$ cat src/rtl/vts_consts.vh
// Constants for the vector table select and map block
// Behaviour
// RQ1 - Select bit set makes every trap and interrupt fetch from the alternate table
// RQ2 - Alternate table keeps the same entry order and spacing as the default table
// RQ3 - Alternate base is boot page start; traps +04h, sources +14h, code +100h
// RQ4 - Without a boot segment fetches always use the default table
// RQ5 - Reset clears registers and points the fetch address at 000000h
// RQ6 - Software places a jump and its target at the reset location
// RQ7 - Software fills unused entries with a default handler that resets
// RQ8 - Unused alternate table should hold the same addresses as the default
// RQ9 - Eight trap entries sit at consecutive words from 000004h to 000012h
// RQ10 - Priority falls with table position; traps 15 down to 11
// RQ11 - Source zero at 000014h, each next source two addresses on, 116 at 0000FCh
// RQ12 - Sources 52, 53, 54 fetch from 00007Ch, 00007Eh, 000080h
// RQ13 - Toggling the select bit switches environments without rewriting entries
// RQ14 - Each source has flag, enable and three-bit priority, four fields per register
// RQ15 - Taking oscillator or address trap sets generic flag bit 1 or 3
// RQ16 - Each entry yields a 24-bit handler address for the program counter
// RQ17 - Default table holds 8 trap entries and up to 118 source entries
`ifndef VTS_CONSTS_VH
`define VTS_CONSTS_VH

// Register byte offsets
`define VTS_OFF_CTRL_ONE    12'h000
`define VTS_OFF_CTRL_TWO    12'h004
`define VTS_OFF_BOOT_BASE   12'h008
`define VTS_OFF_EVT_STATUS  12'h00C
`define VTS_OFF_EVT_MASK    12'h010
`define VTS_OFF_LAST_VEC    12'h014
`define VTS_OFF_FLAG_BASE   12'h100
`define VTS_OFF_ENABLE_BASE 12'h140
`define VTS_OFF_PRIO_BASE   12'h180
`define VTS_FLAG_REGS       8
`define VTS_PRIO_REGS       30

// Table shape
`define VTS_NUM_SOURCES     118
`define VTS_NUM_TRAPS       8
`define VTS_TRAP_RSVD_A     5
`define VTS_TRAP_RSVD_B     7

// Field positions
`define VTS_ALT_SEL_BIT     8
`define VTS_GEN_OSC_BIT     1
`define VTS_GEN_ADDR_BIT    3
`define VTS_EVT_SRC_TAKEN   0
`define VTS_EVT_TRAP_TAKEN  1
`define VTS_EVT_BAD_ACCESS  2
`define VTS_EVT_BITS        3

// Entry offsets from a table base
`define VTS_TRAP_OFFSET     24'h000004
`define VTS_SOURCE_OFFSET   24'h000014
`define VTS_CODE_OFFSET     24'h000100
`define VTS_RESET_ADDR      24'h000000

// Fixed trap priorities
`define VTS_TRAP_TOP_PRIO   4'hF
`define VTS_SOFT_TRAP_PRIO  4'h8

`endif

$ cat src/rtl/vts_addr.v
// Vector number to handler-fetch address mapping
`timescale 1ns/1ps
`default_nettype none
`include "vts_consts.vh"

module vts_addr (
    // Table choice
    input  wire        alt_select,
    input  wire        boot_present,
    input  wire [23:0] boot_base,
    // Vector in, address out
    input  wire [6:0]  vec_num,
    output wire [23:0] fetch_addr,
    output wire [23:0] code_start
);
    wire [23:0] base;
    wire [23:0] step;

    // Alternate table only exists with a boot segment
    assign base = (alt_select && boot_present) ? boot_base : 24'h000000; // RQ1 RQ4 RQ13

    // Word step of two; traps below vector 8, sources above
    assign step = (vec_num < 7'h08)
                ? (`VTS_TRAP_OFFSET + {16'h0000, vec_num, 1'b0}) // RQ9
                : (`VTS_SOURCE_OFFSET + {16'h0000, vec_num - 7'h08, 1'b0}); // RQ11 RQ12

    // Same offsets in either table
    assign fetch_addr = base + step; // RQ2 RQ3 RQ16
    assign code_start = base + `VTS_CODE_OFFSET; // RQ3
endmodule

`default_nettype wire

$ cat src/rtl/vts_top.v
// Vector table select, source flags and vector request toward the core
`timescale 1ns/1ps
`default_nettype none
`include "vts_consts.vh"

module vts_top (
    // Clock and reset
    input  wire         clock,
    input  wire         resetn,
    // APB slave
    input  wire         psel,
    input  wire         penable,
    input  wire         pwrite,
    input  wire [11:0]  paddr,
    input  wire [31:0]  pwdata,
    output wire         pready,
    output reg  [31:0]  prdata,
    output reg          pslverr,
    // Request lines
    input  wire [117:0] src_req,
    input  wire [7:0]   trap_req,
    // Boot segment straps
    input  wire         boot_present,
    input  wire [23:0]  boot_base,
    // Core side
    input  wire [3:0]   cpu_ipl,
    input  wire         cpu_ack,
    output reg          vec_req,
    output reg  [6:0]   vec_num,
    output reg  [3:0]   vec_prio,
    output reg  [23:0]  vec_addr,
    output reg  [23:0]  app_code_start,
    // Event interrupt
    output wire         irq
);
    integer i;
    integer j;

    // In-window test, used for every register group
    function in_win;
        input [11:0] a;
        input [11:0] base;
        input [6:0]  n;
        begin
            in_win = (a >= base) && (a < base + {3'b000, n, 2'b00});
        end
    endfunction

    // Word index inside a group
    function [5:0] word_of;
        input [11:0] a;
        input [11:0] base;
        reg   [11:0] d;
        begin
            d = a - base;
            word_of = d[7:2];
        end
    endfunction

    reg          alt_sel;
    reg          gen_osc;
    reg          gen_addr;
    reg  [2:0]   evt_status;
    reg  [2:0]   evt_mask;
    reg  [23:0]  last_vec;
    reg  [7:0]   trap_pend;
    wire [2:0]   prio [0:119];
    wire [127:0] flag;
    wire [127:0] enab;

    wire setup_ph = psel & ~penable;
    wire wr_acc   = psel & penable & pwrite & (paddr[1:0] == 2'b00); // Unaligned writes refused
    wire take     = cpu_ack & vec_req;
    wire is_trap  = (vec_num < 7'h08);

    // Zero wait states; data and error prepared at setup
    assign pready = 1'b1;

    // Per-source flag and enable bits; set beats software and ack clears
    genvar g;
    generate
        for (g = 0; g < 128; g = g + 1) begin : g_src
            if (g < `VTS_NUM_SOURCES) begin : g_real
                reg f;
                reg e;
                wire fw = wr_acc && in_win(paddr, `VTS_OFF_FLAG_BASE, 7'd8)
                          && (word_of(paddr, `VTS_OFF_FLAG_BASE) == g / 16);
                wire ew = wr_acc && in_win(paddr, `VTS_OFF_ENABLE_BASE, 7'd8)
                          && (word_of(paddr, `VTS_OFF_ENABLE_BASE) == g / 16);
                wire clr = take && !is_trap && (vec_num == g + 8);
                always @(posedge clock or negedge resetn) begin
                    if (!resetn) begin
                        f <= 1'b0; // RQ5
                        e <= 1'b0;
                    end else begin
                        if (src_req[g])
                            f <= 1'b1; // RQ14
                        else if (clr)
                            f <= 1'b0;
                        else if (fw)
                            f <= pwdata[g % 16];
                        if (ew)
                            e <= pwdata[g % 16]; // RQ14
                    end
                end
                assign flag[g] = f;
                assign enab[g] = e;
            end else begin : g_pad
                assign flag[g] = 1'b0;
                assign enab[g] = 1'b0;
            end
        end
        // Priority fields, four to a register at 2:0, 6:4, 10:8, 14:12
        for (g = 0; g < 120; g = g + 1) begin : g_prio
            reg  [2:0] p;
            wire pw = wr_acc && in_win(paddr, `VTS_OFF_PRIO_BASE, 7'd30)
                      && (word_of(paddr, `VTS_OFF_PRIO_BASE) == g / 4);
            // One register per field keeps a single driver per element
            always @(posedge clock or negedge resetn) begin
                if (!resetn)
                    p <= 3'b000;
                else if (pw)
                    p <= pwdata[(g % 4) * 4 +: 3]; // RQ14
            end
            assign prio[g] = p;
        end
    endgenerate

    // Winner search: traps first, then highest source priority, lowest index on a tie
    reg       found;
    reg       src_found;
    reg [6:0] best_trap;
    reg [6:0] best_src;
    reg [2:0] best_p;
    reg [6:0] next_num;
    reg [3:0] next_prio;
    always @* begin
        found     = 1'b0;
        src_found = 1'b0;
        best_trap = 7'h00;
        best_src  = 7'h00;
        best_p    = 3'b000;
        for (i = `VTS_NUM_TRAPS - 1; i >= 0; i = i - 1) begin
            if (trap_pend[i] && i != `VTS_TRAP_RSVD_A && i != `VTS_TRAP_RSVD_B) begin
                found     = 1'b1;
                best_trap = i[6:0]; // RQ10
            end
        end
        for (i = `VTS_NUM_SOURCES - 1; i >= 0; i = i - 1) begin
            if (flag[i] && enab[i] && prio[i] != 3'b000 && prio[i] >= best_p) begin
                src_found = 1'b1;
                best_p    = prio[i];
                best_src  = i[6:0]; // RQ10
            end
        end
        if (found) begin
            next_num = best_trap;
            if (best_trap < 7'h05)
                next_prio = `VTS_TRAP_TOP_PRIO - best_trap[3:0]; // RQ10
            else
                next_prio = `VTS_SOFT_TRAP_PRIO;
        end else begin
            // Sources only reach the core above its current level
            found     = src_found && ({1'b0, best_p} > cpu_ipl);
            next_num  = best_src + 7'h08; // RQ17
            next_prio = {1'b0, best_p};
        end
    end

    wire [23:0] next_addr;
    wire [23:0] next_code;

    // Address mapping for the chosen vector
    vts_addr u_addr (
        .alt_select   (alt_sel),
        .boot_present (boot_present),
        .boot_base    (boot_base),
        .vec_num      (next_num),
        .fetch_addr   (next_addr),
        .code_start   (next_code)
    );

    // Vector request toward the core; one idle cycle after each ack
    always @(posedge clock or negedge resetn) begin
        if (!resetn) begin
            vec_req        <= 1'b0;
            vec_num        <= 7'h00;
            vec_prio       <= 4'h0;
            vec_addr       <= `VTS_RESET_ADDR; // RQ5
            app_code_start <= `VTS_CODE_OFFSET;
            last_vec       <= `VTS_RESET_ADDR;
        end else begin
            // Drop the request at the ack so a stale winner is not offered twice
            vec_req        <= found && !take;
            app_code_start <= next_code; // RQ3
            if (take)
                last_vec <= vec_addr; // RQ16
            if (!take && found) begin
                vec_num  <= next_num;
                vec_prio <= next_prio;
                vec_addr <= next_addr; // RQ1 RQ16
            end
        end
    end

    // Trap latches and generic flags; hardware set beats software write
    wire wr_one = wr_acc && paddr == `VTS_OFF_CTRL_ONE;
    always @(posedge clock or negedge resetn) begin
        if (!resetn) begin
            trap_pend <= 8'h00;
            gen_osc   <= 1'b0;
            gen_addr  <= 1'b0;
        end else begin
            for (j = 0; j < `VTS_NUM_TRAPS; j = j + 1) begin
                if (trap_req[j])
                    trap_pend[j] <= 1'b1;
                else if (take && is_trap && vec_num == j)
                    trap_pend[j] <= 1'b0;
            end
            if (take && vec_num == 7'h00)
                gen_osc <= 1'b1; // RQ15
            else if (wr_one)
                gen_osc <= pwdata[`VTS_GEN_OSC_BIT];
            if (take && vec_num == 7'h01)
                gen_addr <= 1'b1; // RQ15
            else if (wr_one)
                gen_addr <= pwdata[`VTS_GEN_ADDR_BIT];
        end
    end

    // Table select bit
    always @(posedge clock or negedge resetn) begin
        if (!resetn)
            alt_sel <= 1'b0; // RQ5
        else if (wr_acc && paddr == `VTS_OFF_CTRL_TWO)
            alt_sel <= pwdata[`VTS_ALT_SEL_BIT]; // RQ1 RQ13
    end

    // Address decode for reads and errors
    reg        hit;
    reg [15:0] rd;
    reg [5:0]  w;
    always @* begin
        hit = 1'b1;
        rd  = 16'h0000;
        w   = 6'h00;
        if (paddr[1:0] != 2'b00) begin
            hit = 1'b0;
        end else if (paddr == `VTS_OFF_CTRL_ONE) begin
            rd[`VTS_GEN_OSC_BIT]  = gen_osc;
            rd[`VTS_GEN_ADDR_BIT] = gen_addr;
        end else if (paddr == `VTS_OFF_CTRL_TWO) begin
            rd[`VTS_ALT_SEL_BIT] = alt_sel;
        end else if (paddr == `VTS_OFF_BOOT_BASE) begin
            rd = boot_base[15:0];
        end else if (paddr == `VTS_OFF_EVT_STATUS) begin
            rd = {13'h0000, evt_status};
        end else if (paddr == `VTS_OFF_EVT_MASK) begin
            rd = {13'h0000, evt_mask};
        end else if (paddr == `VTS_OFF_LAST_VEC) begin
            rd = last_vec[15:0];
        end else if (in_win(paddr, `VTS_OFF_FLAG_BASE, 7'd8)) begin
            w  = word_of(paddr, `VTS_OFF_FLAG_BASE);
            rd = flag[w[2:0] * 16 +: 16];
        end else if (in_win(paddr, `VTS_OFF_ENABLE_BASE, 7'd8)) begin
            w  = word_of(paddr, `VTS_OFF_ENABLE_BASE);
            rd = enab[w[2:0] * 16 +: 16];
        end else if (in_win(paddr, `VTS_OFF_PRIO_BASE, 7'd30)) begin
            w  = word_of(paddr, `VTS_OFF_PRIO_BASE);
            rd = {1'b0, prio[w * 4 + 3], 1'b0, prio[w * 4 + 2],
                  1'b0, prio[w * 4 + 1], 1'b0, prio[w * 4]};
        end else begin
            hit = 1'b0;
        end
    end

    // Upper byte of 24-bit registers sits in the high half
    reg [31:0] next_rdata;
    always @* begin
        next_rdata = {16'h0000, rd};
        if (paddr == `VTS_OFF_BOOT_BASE)
            next_rdata[23:16] = boot_base[23:16];
        if (paddr == `VTS_OFF_LAST_VEC)
            next_rdata[23:16] = last_vec[23:16];
    end

    // Read data and error captured in setup, shown in the access phase
    always @(posedge clock or negedge resetn) begin
        if (!resetn) begin
            prdata  <= 32'h00000000;
            pslverr <= 1'b0;
        end else if (setup_ph) begin
            prdata  <= (hit && !pwrite) ? next_rdata : 32'h00000000;
            pslverr <= !hit;
        end
    end

    // Event status, write one to clear; a new event wins
    wire [2:0] evt_in = {psel & penable & pslverr, take & is_trap, take & !is_trap};
    wire       wr_st  = wr_acc && paddr == `VTS_OFF_EVT_STATUS;
    always @(posedge clock or negedge resetn) begin
        if (!resetn) begin
            evt_status <= 3'b000;
            evt_mask   <= 3'b000;
        end else begin
            evt_status <= (evt_status & ~(wr_st ? pwdata[2:0] : 3'b000)) | evt_in;
            if (wr_acc && paddr == `VTS_OFF_EVT_MASK)
                evt_mask <= pwdata[2:0];
        end
    end

    // Level interrupt while any unmasked event is pending
    assign irq = |(evt_status & evt_mask);
endmodule

`default_nettype wire

$ cat config.mk
export PLATFORM = sky130hd
export DESIGN_NAME = vts_top
export DESIGN_NICKNAME = d
export VERILOG_FILES = /design/src/rtl/vts_addr.v /design/src/rtl/vts_top.v
export VERILOG_INCLUDE_DIRS = /design/src /design/src/rtl
export SDC_FILE = /design/constraint.sdc
export NUM_CORES = 2
export LEC_CHECK = 0
export BUFFER_PORTS_ARGS = -buffer_cell sky130_fd_sc_hd__buf_2
export CELL_PAD_IN_SITES_DETAIL_PLACEMENT = 0
export CELL_PAD_IN_SITES_GLOBAL_PLACEMENT = 2
export CORE_MARGIN = 5
export CORE_UTILIZATION = 25
export DETAILED_ROUTE_END_ITERATION = 7
export GPL_TIMING_DRIVEN = 0
export PLACE_DENSITY_LB_ADDON = 0.1
export SYNTH_ARGS = -nofsm -noshare
export SYNTH_HDL_FRONTEND = slang
export SYNTH_SLANG_ARGS = --single-unit
$ cat constraint.sdc
create_clock -name clock -period 187.9 [get_ports clock]
set_clock_uncertainty 0.2 [all_clocks]
set_input_delay 37.58 -clock clock [delete_from_list [all_inputs] [get_ports clock]]
set_output_delay 37.58 -clock clock [all_outputs]
set_load 0.01 [all_outputs]
==> impl_metrics.tcl <==
set metrics [dict create \
    required_ps 188350 \
    hold_class "register to register" \
    drt_iter0_markers 6351 \
    grt_overflow 0 \
    crit_buf_inv 20 \
    hold_viol_final 0 \
    drt-total-wl_mm 355 \
    yosys.cell_count.top_type "nand2_1" \
    gp_congestion 0.992 \
    synth_top_cell_by_area "dfrtp_1" \
    tns_ps 0 \
    crit_fanout 10 \
    ys.flop_type "dfrtp_1" \
    cp-start-kind "register" \
    cap_violations 8 \
    grt_pass1_wl_mm 467 \
    cts_tree "yes" \
    yosysTopAreaCellShare 0.336 \
    ys_seq_area_frac 0.336 \
    route.detailed.drc 0 \
    synth_common_cells "nand2_1, dfrtp_1, nor2_1" \
    end_kind "register" \
    final-setup-viol-count 0 \
    initial_utilization 0.250 \
    clk_pin_slew_worst_paths_ps 60 \
    die-area_sq_mm 0.224 \
    critPathKind "register to register" \
    synth_warnings 0 \
    synthTopCellsByArea "dfrtp_1, mux2_2, mux4_2" \
    h-tree-depth 3 \
    antenna_found_initial 74 \
    core-area_sq_mm 0.214 \
    worst_pin_slew_ps 1670 \
    avgRoutedWirePerCell_um 37.7 \
    cp_slowest_cell "or4_1" \
    grt_pass1_vias 50712 \
    slew_headroom -0.114 \
    ir_drop_mv 0.00721 \
    insertion_delay_ps 770 \
    viasPerCell 5.79 \
    area_delta_synth_final_pct 18.6 \
    grt_usage 0.306 \
    antenna_left 0 \
    ctsRootBufferMaster "clkbuf_16" \
    nFillCells 22956 \
    cp.arrival_ps 175200 \
    syn_inst 6021 \
    fin_crit_sh 0.930 \
    ys_ff_latch 720 \
    finalMaxSlewViolations 82 \
    nets 6781 \
    hpwl_mm 286 \
    synth_area_sq_mm 0.0536 \
    period_needed_ps 174750 \
    io_pins 300 \
    slowest_delay_ps 520 \
    crit_top_cell "ha_1" \
    via_count 54454 \
    io_buffers 255 \
    outcome "complete, but fails checks" \
    ctsHoldBuffers 0 \
    power_density_mw_per_mm2 6.45 \
    layout-drive-gt1-share 0.194 \
    violations "max-capacitance violations, max-slew violations" \
    synth_edf_count 0 \
    drtPass1Iterations 6 \
    leakagePower_uw 0.0283 \
    fmax_mhz 5.72 \
    utilization 0.297 \
    async_flop_share 1.00 \
    die_h_um 473 \
    syn_avg_cell_area_sq_um 8.90 \
    reg2reg_setup_slack_ps 13150 \
    clockBufferDepth 3 \
    grt_start_max_net_pins 106 \
    ys_types 129 \
    cts.sinks 720 \
    critPathTopFamily "compound AO/OA/AOI/OAI gates" \
    numCtsBuffers 98 \
    fp-row-count 170 \
    die_w_um 473 \
]
cells in the final DEF, fill, tap and decap left out, types with 205 or more instances in the layout:
cell type  count
nand3_1      205
nand2_1      742
nor2_1       499
mux2_2       341
mux2i_1      206
o21ai_0      446
inv_1        259
buf_2        275
dfrtp_1      717
a21oi_1      229
per-layer routing:
layer  wire (um)  global-route usage  up-vias  part of all wire
met5          71                   0        -           0.00020
met4       18700               0.143       10             0.053
met3       29200              0.0658      446             0.082
met2      148000               0.446     2555              0.42
met1      159000               0.429    28210              0.45
li1            -                   -    23233                 -
worst reg2reg max path, delay by kind of cell, from the launching register on:
family	cells	cell delay, ps
adders and majority gates	145	41610
buffers and inverters	20	2190
and+or+nand+nor	289	46180
muxes	23	8160
AOI/OAI and AO/OA	375	75530
xor gates and xnor gates	2	270
DFF	1	500
kinds of logic (layout without fill, tap and decap cells):
| logic type | after synthesis | count (layout) | synth area share |
|---|---|---|---|
| AOI/OAI and AO/OA | 1715 | 1715 | 0.220 |
| xor gates and xnor gates | 37 | 37 | 0.00605 |
| DFF | 720 | 720 | 0.336 |
| buffers and inverters | 534 | 1019 | 0.0385 |
| muxes | 695 | 695 | 0.171 |
| other | 2 | 57 | 0.000140 |
| and+or+nand+nor | 2136 | 2136 | 0.187 |
| adders and majority gates | 182 | 182 | 0.0406 |
layout make-up:
type / instances / area [sq um] / area share
Antenna cell: 48 / 120 / 0.00189
Sequential cell: 720 / 18000 / 0.284
Clock inverter: 39 / 709 / 0.0112
Timing Repair Buffer: 310 / 2150 / 0.0338
Inverter: 259 / 972 / 0.0153
Tap cell: 2838 / 3550 / 0.0559
Clock buffer: 136 / 2820 / 0.0444
Multi-Input combinational cell: 4774 / 34000 / 0.536
Buffer: 275 / 1160 / 0.0182
metrics by stage:
step / hold slack (ps) / total power [uW] / std cells / setup slack [ps] / cell area, sq um
2_1_floorplan: 241 / 171 / 6028 / 36230 / 53600
3_3_place_gp: 260 / 195 / 9121 / 3030 / 58400
3_5_place_dp: 268 / 196 / 9156 / 3030 / 59300
4_1_cts: 280 / 412 / 9331 / 2090 / 62800
5_1_grt: 288 / 418 / 9378 / -101 / 63500
6_report: 274 / 410 / 9399 / 13150 / 63500
final timing paths:
path,startpoint,endpoint,cells after the start
worst min register to register,prdata[18]$_DFFE_PN0P_,prdata[18]$_DFFE_PN0P_,2
min in group asynchronous,resetn,g_prio[12].p[0]$_DFFE_PN0P_,1
worst max register to register,g_src[117].g_real.f$_DFFE_PN0P_,vec_addr[22]$_DFFE_PN0P_,854
max in group asynchronous,resetn,g_prio[70].p[0]$_DFFE_PN0P_,5
worst min-delay path,prdata[18]$_DFFE_PN0P_,prdata[18]$_DFFE_PN0P_,2
worst max-delay path,g_src[117].g_real.f$_DFFE_PN0P_,vec_addr[22]$_DFFE_PN0P_,847
registers in the layout, summed over array words and instances (netlist names), 3 cells and up:
name	cells
trap_pend	6
g_src.g_real.f	118
prdata	24
evt_mask	3
vec_num	7
vec_prio	4
evt_status	3
app_code_start	24
g_prio.p	360
vec_addr	24
last_vec	24
g_src.g_real.e	118
where the power goes:
group / internal [uW] / switching, uW
Sequential: 155 / 0.582
Combinational: 9.24 / 29.2
Clock: 129 / 85.9
Total: 294 / 116
timing repair:
| item | CTS | global route |
|---|---|---|
| resized for setup | 0 | 110 |
| setup endpoints to repair | 0 | 36 |
| buffers inserted | 0 | 19 |
Power figures use the tool's default switching activity.
